### config.mk
export PLATFORM = sky130hd
export DESIGN_NAME = aic_top
export DESIGN_NICKNAME = d
export VERILOG_FILES = /design/src/pkg/aic_pkg.sv /design/src/rtl/aic_top.sv /design/src/rtl/aic_result_code.sv /design/src/rtl/aic_limit_cmp.sv
export VERILOG_INCLUDE_DIRS = /design/src /design/src/pkg
export SDC_FILE = /design/constraint.sdc
export NUM_CORES = 1
export LEC_CHECK = 0
export BUFFER_PORTS_ARGS = -buffer_cell sky130_fd_sc_hd__buf_4
export CAP_MARGIN = 10
export CORE_AREA = 8 8 97 99
export DETAILED_ROUTE_END_ITERATION = 6
export DIE_AREA = 0 0 105 107
export HOLD_SLACK_MARGIN = 0.02
export PLACE_DENSITY = 0.83
export SETUP_SLACK_MARGIN = 0.4
export SYNTH_ARGS = -nofsm -noshare
export SYNTH_HDL_FRONTEND = slang
export SYNTH_SLANG_ARGS = --single-unit
### constraint.sdc
create_clock -name core_clk -period 9 [get_ports core_clk]
set_clock_uncertainty 0.15 [all_clocks]
set_input_delay 1.35 -clock core_clk [delete_from_list [all_inputs] [get_ports core_clk]]
set_output_delay 1.35 -clock core_clk [all_outputs]
set_load 0.01 [all_outputs]
### src/pkg/aic_defines.svh
// register offsets, field positions and reset values for the analog
// input coding and limit alarm block; definitions only
`ifndef AIC_DEFINES_SVH
`define AIC_DEFINES_SVH

// register offsets on the serial-port register path
`define AIC_OFS_ALARM_FLAGS_FIRST    8'h00
`define AIC_OFS_CONTROL_CONFIG_FIRST 8'h18
`define AIC_OFS_CONTROL_CONFIG_THIRD 8'h1A

// control_config_first fields
`define AIC_MONITOR_ENABLE_POS       0
`define AIC_PAIRING_LSB              1
`define AIC_PAIRING_MSB              2

// control_config_third fields
`define AIC_RANGE_SELECT_POS         4

// reset values
`define AIC_RST_CONTROL_CONFIG_FIRST 8'h00
`define AIC_RST_CONTROL_CONFIG_THIRD 8'h00
`define AIC_RST_ALARM_FLAGS_FIRST    8'h00

// converter geometry
`define AIC_CHAN_COUNT               8
`define AIC_RESULT_W                 10
`define AIC_LIMIT_W                  8
`define AIC_SIGN_POS                 9
`define AIC_CODE_STEPS               1024

`endif

### src/pkg/aic_pkg.sv
// types for the analog input coding and limit alarm block
// assumes aic_defines.svh sits on the include path
`include "aic_defines.svh"

package aic_pkg;

    typedef logic [`AIC_RESULT_W-1:0] aic_result_t;
    typedef logic [`AIC_LIMIT_W-1:0]  aic_limit_t;

    // pairing field codes of the first two inputs
    typedef enum logic [1:0] {
        AIC_PAIR_SINGLE = 2'b00,
        AIC_PAIR_DIFF   = 2'b01,
        AIC_PAIR_DIODE  = 2'b10,
        AIC_PAIR_RSVD   = 2'b11
    } aic_pairing_e;

    // monitoring state, one-hot
    typedef enum logic [1:0] {
        AIC_MON_IDLE = 2'b01,
        AIC_MON_RUN  = 2'b10
    } aic_mon_e;

endpackage : aic_pkg

### src/rtl/aic_top.sv
// analog input control: range and pairing selection, result coding,
// limit checks, sticky flags and the alarm pin.
// assumes the serial port logic and converter share core_clk.
//
// Functional notes
// - range select bit 0 picks internal 2.25 V reference, 1 picks supply
// - two-bit pairing field selects single-ended pair, one differential or diode
// - after reset the first two inputs are single-ended channels
// - eight single-ended channels, each result ten bits wide
// - single-ended results are straight binary, step is reference/1024
// - differential results are two's complement, step is 65 mV/1024
// - bit nine is the sign; negative value is code minus 1024
// - every analog result is checked against high and low limits
// - limits hold eight bits while results hold ten
// - unmasked out-of-limit results set flags; masked ones set none
// - any unmasked flag drives the alarm pin to its active level
// - alarm polarity selectable, active low by default, all sources
// - shared pins act as diode, single-ended or differential inputs
// - after reset monitoring is off until the enable bit is set
`timescale 1ns/10ps
`include "aic_defines.svh"

module aic_top
    import aic_pkg::*;
(
    // clock and reset
    input  wire logic        core_clk,
    input  wire logic        nrst,
    // register path from the serial port
    input  wire logic [7:0]  reg_addr,
    input  wire logic        reg_wr,
    input  wire logic [7:0]  reg_wdata,
    input  wire logic        reg_rd,
    output logic [7:0]       reg_rdata,
    output logic             reg_rdata_valid,
    // raw results from the converter
    input  wire logic        conv_valid,
    input  wire logic [2:0]  conv_chan,
    input  wire aic_result_t conv_raw,
    // limits, masks and polarity
    input  wire logic [63:0] limit_high_flat,
    input  wire logic [63:0] limit_low_flat,
    input  wire logic [7:0]  ain_limit_mask,
    input  wire logic        alarm_active_high,
    input  wire logic        temp_out_of_limit,
    input  wire logic        supply_out_of_limit,
    // converter and pin control
    output logic             monitor_enable_bit,
    output logic             ref_from_supply,
    output logic             diode_mode,
    output logic             diff_positive_input,
    output logic             diff_negative_input,
    // coded result
    output logic             result_valid,
    output logic [2:0]       result_chan,
    output aic_result_t      result_code,
    output logic             result_sign_bit,
    // alarm pin
    output logic             alarm_pin
);

    // register state
    logic [7:0]   control_config_first;
    logic [7:0]   control_config_third;
    logic [7:0]   alarm_flags_first;
    logic [7:0]   next_control_config_first;
    logic [7:0]   next_control_config_third;
    logic [7:0]   next_alarm_flags_first;
    logic [7:0]   next_reg_rdata;
    logic         next_reg_rdata_valid;
    aic_mon_e     mon_state;
    aic_mon_e     next_mon_state;

    // result path state
    logic         next_result_valid;
    logic [2:0]   next_result_chan;
    aic_result_t  next_result_code;
    logic         next_result_sign_bit;
    logic         next_alarm_pin;
    logic         next_ref_from_supply;
    logic         next_diode_mode;
    logic         next_diff_positive_input;
    logic         next_diff_negative_input;

    aic_pairing_e pairing;
    logic         diff_sel;
    logic         chan_diff;
    logic         chan_usable;
    aic_result_t  coded;
    logic         coded_sign;
    aic_limit_t   lim_hi;
    aic_limit_t   lim_lo;
    logic         limit_hit;
    logic [7:0]   flag_set;
    logic         flags_read;
    logic         any_alarm;

    assign pairing  = aic_pairing_e'(control_config_first[
                          `AIC_PAIRING_MSB:`AIC_PAIRING_LSB]);
    assign diff_sel = (pairing == AIC_PAIR_DIFF);

    // channel 0 carries the pair in differential mode; channel 1 is
    // absorbed, and in diode mode neither pin is an analog input
    always_comb begin
        chan_diff   = diff_sel && (conv_chan == 3'h0);
        chan_usable = 1'b1;
        if (pairing == AIC_PAIR_DIODE && conv_chan <= 3'h1) begin
            chan_usable = 1'b0;
        end
        if (diff_sel && conv_chan == 3'h1) begin
            chan_usable = 1'b0;
        end
        lim_hi = limit_high_flat[conv_chan*8 +: 8];
        lim_lo = limit_low_flat[conv_chan*8 +: 8];
    end

    aic_result_code u_code (
        .raw_code      (conv_raw),
        .diff_mode     (chan_diff),
        .out_code_sign (coded_sign),
        .out_code      (coded)
    );

    aic_limit_cmp u_cmp (
        .code         (coded),
        .signed_mode  (chan_diff),
        .limit_high   (lim_hi),
        .limit_low    (lim_lo),
        .out_of_limit (limit_hit)
    );

    // monitoring state follows the enable bit
    always_comb begin
        next_mon_state = mon_state;
        case (mon_state)
            AIC_MON_IDLE: begin
                if (control_config_first[`AIC_MONITOR_ENABLE_POS]) begin
                    next_mon_state = AIC_MON_RUN;
                end
            end
            AIC_MON_RUN: begin
                if (!control_config_first[`AIC_MONITOR_ENABLE_POS]) begin
                    next_mon_state = AIC_MON_IDLE;
                end
            end
            default: begin
                next_mon_state = AIC_MON_IDLE;
            end
        endcase
    end

    // registers, flags and read data
    always_comb begin
        next_control_config_first = control_config_first;
        next_control_config_third = control_config_third;
        next_reg_rdata            = reg_rdata;
        next_reg_rdata_valid      = 1'b0;
        flags_read                = 1'b0;
        if (reg_wr) begin
            case (reg_addr)
                `AIC_OFS_CONTROL_CONFIG_FIRST: begin
                    next_control_config_first = reg_wdata;
                end
                `AIC_OFS_CONTROL_CONFIG_THIRD: begin
                    next_control_config_third = reg_wdata;
                end
                default: begin
                    next_control_config_first = control_config_first;
                end
            endcase
        end
        if (reg_rd) begin
            next_reg_rdata_valid = 1'b1;
            case (reg_addr)
                `AIC_OFS_ALARM_FLAGS_FIRST: begin
                    next_reg_rdata = alarm_flags_first;
                    flags_read     = 1'b1;
                end
                `AIC_OFS_CONTROL_CONFIG_FIRST: begin
                    next_reg_rdata = control_config_first;
                end
                `AIC_OFS_CONTROL_CONFIG_THIRD: begin
                    next_reg_rdata = control_config_third;
                end
                default: begin
                    next_reg_rdata = 8'h00;
                end
            endcase
        end

        // a masked channel never raises its flag
        flag_set = 8'h00;
        if (conv_valid && mon_state == AIC_MON_RUN && chan_usable
                && limit_hit && !ain_limit_mask[conv_chan]) begin
            flag_set[conv_chan] = 1'b1;
        end
        // read clears, but a flag raised in the same cycle survives
        next_alarm_flags_first = flags_read ? flag_set
                               : (alarm_flags_first | flag_set);
    end

    // result, pin control and alarm
    always_comb begin
        next_result_valid    = conv_valid && chan_usable
                               && (mon_state == AIC_MON_RUN);
        next_result_chan     = conv_chan;
        next_result_code     = coded;
        next_result_sign_bit = coded_sign;
        next_ref_from_supply =
            control_config_third[`AIC_RANGE_SELECT_POS];
        next_diode_mode          = (pairing == AIC_PAIR_DIODE);
        next_diff_positive_input = diff_sel;
        next_diff_negative_input = diff_sel;
        any_alarm = |(alarm_flags_first & ~ain_limit_mask)
                    | temp_out_of_limit | supply_out_of_limit;
        next_alarm_pin = alarm_active_high ? any_alarm
                                           : ~any_alarm;
    end

    always_ff @(posedge core_clk) begin
        if (!nrst) begin
            control_config_first <= `AIC_RST_CONTROL_CONFIG_FIRST;
            control_config_third <= `AIC_RST_CONTROL_CONFIG_THIRD;
            alarm_flags_first    <= `AIC_RST_ALARM_FLAGS_FIRST;
            mon_state            <= AIC_MON_IDLE;
            reg_rdata            <= 8'h00;
            reg_rdata_valid      <= 1'b0;
            result_valid         <= 1'b0;
            result_chan          <= 3'h0;
            result_code          <= '0;
            result_sign_bit      <= 1'b0;
            monitor_enable_bit   <= 1'b0;
            ref_from_supply      <= 1'b0;
            diode_mode           <= 1'b0;
            diff_positive_input  <= 1'b0;
            diff_negative_input  <= 1'b0;
            alarm_pin            <= 1'b1;
        end else begin
            control_config_first <= next_control_config_first;
            control_config_third <= next_control_config_third;
            alarm_flags_first    <= next_alarm_flags_first;
            mon_state            <= next_mon_state;
            reg_rdata            <= next_reg_rdata;
            reg_rdata_valid      <= next_reg_rdata_valid;
            result_valid         <= next_result_valid;
            result_chan          <= next_result_chan;
            result_code          <= next_result_code;
            result_sign_bit      <= next_result_sign_bit;
            monitor_enable_bit   <= (next_mon_state == AIC_MON_RUN);
            ref_from_supply      <= next_ref_from_supply;
            diode_mode           <= next_diode_mode;
            diff_positive_input  <= next_diff_positive_input;
            diff_negative_input  <= next_diff_negative_input;
            alarm_pin            <= next_alarm_pin;
        end
    end

endmodule : aic_top

### src/rtl/aic_result_code.sv
// output coding of one raw conversion result
// assumes the converter delivers differential codes offset by mid-scale
`timescale 1ns/10ps
`include "aic_defines.svh"

module aic_result_code
    import aic_pkg::*;
(
    // raw result
    input  wire aic_result_t raw_code,
    input  wire logic        diff_mode,
    // coded result
    output logic             out_code_sign,
    output aic_result_t      out_code
);

    // single-ended stays straight binary; differential turns offset
    // binary into two's complement by flipping the top bit
    always_comb begin
        out_code = raw_code;
        if (diff_mode) begin
            out_code[`AIC_SIGN_POS] = ~raw_code[`AIC_SIGN_POS];
        end
        out_code_sign = diff_mode & out_code[`AIC_SIGN_POS];
    end

endmodule : aic_result_code

### src/rtl/aic_limit_cmp.sv
// window comparison of one coded result against 8-bit limits
// assumes limits are coded like the top 8 bits of the result
`timescale 1ns/10ps
`include "aic_defines.svh"

module aic_limit_cmp
    import aic_pkg::*;
(
    // coded result and limits
    input  wire aic_result_t code,
    input  wire logic        signed_mode,
    input  wire aic_limit_t  limit_high,
    input  wire aic_limit_t  limit_low,
    // comparison outcome
    output logic             out_of_limit
);

    aic_limit_t top_bits;
    logic       above;
    logic       below;

    // only the eight msbs meet the limits; the two lsbs are dropped
    always_comb begin
        top_bits = code[`AIC_RESULT_W-1:`AIC_RESULT_W-`AIC_LIMIT_W];
        if (signed_mode) begin
            above = $signed(top_bits) > $signed(limit_high);
            below = $signed(top_bits) < $signed(limit_low);
        end else begin
            above = top_bits > limit_high;
            below = top_bits < limit_low;
        end
        out_of_limit = above | below;
    end

endmodule : aic_limit_cmp

==> flow_metrics.tcl <==
set metrics [dict create \
    reg2reg_depth 9 \
    synth_area_leaders "dfxtp_1, mux4_2, ha_1" \
    fmax_ghz 0.234 \
    setup_tns_ns 0 \
    leakage_uw 0.00230 \
    r2r_start "control_config_first[1]$_SDFFE_PN0P_" \
    ys_async_sr_fraction_pct 0 \
    vias 3699 \
    wire_per_inst_um 20.8 \
    post_cts.resized_instances 0 \
    violations "design-rule violations" \
    die_height_um 107 \
    cts_root_buf "clkbuf_8" \
    antenna_cells 0 \
    hp-class "reg2reg" \
    outcome "finished, violations left" \
    synth_edf_count 0 \
    hold_buffers 0 \
    cts_setup_buffers 0 \
    worst_pin_slew_ns 0.883 \
    initial_core_util_pct 45.5 \
    grt_usage_pct 22.5 \
    numCtsBuffers 5 \
    hold_violations 0 \
    synth_fp_nets 544 \
    drcViolationCount 2 \
    ys.flop_type "dfxtp_1" \
    critPathMaxFanout 40 \
    globalplace.congestion 0.884 \
    drive_gt1_share_pct 46.5 \
    cp-start-kind "input port" \
    std_cell_rows 33 \
    ant_nets 0 \
    grt_pass1_vias 3896 \
    first_pass_iters 7 \
    end_kind "flop" \
    hpwl_um 11300 \
    clock_latency_ns 0.31 \
    grt_pass1_wl_um 20500 \
    final_nets 732 \
    die_w_um 105 \
    area_growth_syn_to_layout_pct 46.2 \
    clockBufferDepth 2 \
    place_inst 639 \
    cts_tree "built" \
    r2r_end "alarm_flags_first[2]$_SDFF_PN0_" \
    mappedNetlistArea_sq_um 3600 \
    ir_worst_vdd_mv 0.0754 \
    regToRegSetupSlack_ns 5.76 \
    path_clk_slew_ns 0.11 \
    ys_ff_latch 55 \
    avgSynthCellArea_sq_um 10.2 \
    finalCritPeriodShare_pct 47.5 \
    synthCells 353 \
    rsz0062_at_grt "no" \
    cp-startpoint "conv_chan[1]" \
    io_pins 203 \
    crit_path_end "alarm_flags_first[2]$_SDFF_PN0_" \
    synth.most_common_cell "dfxtp_1" \
    grt_max_degree 48 \
    io_buffers 202 \
    yosysSeqAreaShare_pct 30.6 \
    period_needed_ns 4.28 \
    relSlewSlack_pct 41.0 \
    core_area_sq_um 7930 \
    ys_warn_count 0 \
    synth_top_area_share_pct 30.6 \
    stdcell_count 647 \
    h-tree-depth 2 \
    max-cap-violations 0 \
    hold_ws_ns 0.324 \
    fillers 642 \
    synth.distinct_cells 48 \
    crit_required_ns 9.04 \
    grt.overflow.total 0 \
    dieArea_sq_um 11200 \
    critPathKind "in2reg" \
    synth.top_cells.by_count "dfxtp_1, mux4_2, nand2_1, and2_1, inv_1" \
    slew_violations 0 \
    grt_antenna_before_repair 0 \
    routed_via_density 5.72 \
    detail_route.iter0.violations 426 \
    clkSinkCount 55 \
    critPathArrivalTime_ns 4.32 \
    finalSetupViolations 0 \
    wl_um 13500 \
    p_per_area_nw_per_um2 112 \
    yosysTopAreaCell "dfxtp_1" \
]
flip-flops by register name (all words and copies together), names as in the netlist:
name,cells
alarm_flags_first,8
alarm_pin,1
control_config_first,8
control_config_third,8
diff_negative_input,1
diode_mode,1
mon_state,2
monitor_enable_bit,1
ref_from_supply,1
reg_rdata,8
reg_rdata_valid,1
result_chan,3
result_code,10
result_sign_bit,1
result_valid,1
metrics by stage:
stage | setup WS, ns | instance area, sq um | power [uW] | util [%]
detailed placement | 4.42 | 5150 | 427 | 65.0
CTS | 4.74 | 5270 | 592 | 66.5
floorplan | 4.68 | 3600 | 343 | -
global placement | 4.54 | 5150 | 420 | 65.0
global route | 4.51 | 5270 | 617 | 66.5
finish | 4.72 | 5270 | 590 | 66.5
final cells by class:
type / instances / area (sq um) / share of cell area, %
flip-flops and latches: 55 / 1100 / 20.9
clock inverters: 3 / 47.5 / 0.902
clock buffers: 5 / 68.8 / 1.31
inverters: 22 / 82.6 / 1.57
repair buffers: 202 / 1520 / 28.8
multi-input cells: 255 / 2320 / 44.1
well taps: 105 / 131 / 2.49
placed cells by master, fill, tap and decap left out, types with 2 or more instances in the layout:
cell,instances
clkbuf_8,5
inv_1,22
a222oi_1,9
nor2b_1,8
a22oi_1,2
o211ai_1,2
nand2_1,33
nor3_1,3
nand4_1,10
a21boi_0,16
and2_1,25
dfxtp_1,55
o22ai_1,8
ha_1,18
a2111oi_0,2
nor2_1,6
mux4_2,33
a21oi_1,8
nand3_1,18
nor3_4,2
nand2b_1,2
mux2i_1,17
o21ai_0,2
buf_4,202
o21ai_1,10
kinds of logic (layout without fill, tap and decap cells):
group | count (synthesis) | after routing | share of synthesized area (%)
and+or+nand+nor | 115 | 115 | 17.7
AOI/OAI and AO/OA | 71 | 71 | 14.9
xor gates and xnor gates | 1 | 1 | 0.243
buffers and inverters | 43 | 232 | 5.00
DFF | 55 | 55 | 30.6
adders and majority gates | 18 | 18 | 6.25
muxes | 50 | 50 | 25.3
layer usage:
metal / wire length (um) / vias to the layer above / track usage, %
li1: - / 1714 / -
met1: 5050 / 1777 / 25.8
met2: 7110 / 188 / 40.6
met3: 1080 / 20 / 5.88
met4: 235 / 0 / 5.81
met5: 0 / - / 0
critical path, stage by stage:
cell      delay [ns]
buf_4           0.26
or2_1           0.34
nor3_1          0.35
ha_1            0.33
inv_1           0.11
ha_1            0.28
nor4_1          0.57
mux2i_1         0.21
a211oi_4        0.36
o21ai_1         0.14
worst min path at each step:
stage | slack, ns | startpoint | endpoint | depth (start not counted)
2_1_floorplan | 0.28 | alarm_flags_first[3]$_SDFF_PN0_ | alarm_flags_first[3]$_SDFF_PN0_ | 2
3_3_place_gp | 0.30 | control_config_third[2]$_SDFFE_PN0P_ | control_config_third[2]$_SDFFE_PN0P_ | 2
3_5_place_dp | 0.31 | control_config_third[7]$_SDFFE_PN0P_ | control_config_third[7]$_SDFFE_PN0P_ | 2
4_1_cts | 0.33 | control_config_third[7]$_SDFFE_PN0P_ | control_config_third[7]$_SDFFE_PN0P_ | 2
5_1_grt | 0.34 | control_config_third[7]$_SDFFE_PN0P_ | control_config_third[7]$_SDFFE_PN0P_ | 2
6_report | 0.32 | control_config_third[7]$_SDFFE_PN0P_ | control_config_third[7]$_SDFFE_PN0P_ | 2
power by group:
part	leakage, uW	total, uW	switching (uW)	internal [uW]
Combinational	0.00180	174	72.4	101
Clock	0.0000587	167	82.5	84.4
Sequential	0.000447	249	1.57	247
Total	0.00230	590	157	433
Power figures use the tool's default switching activity.
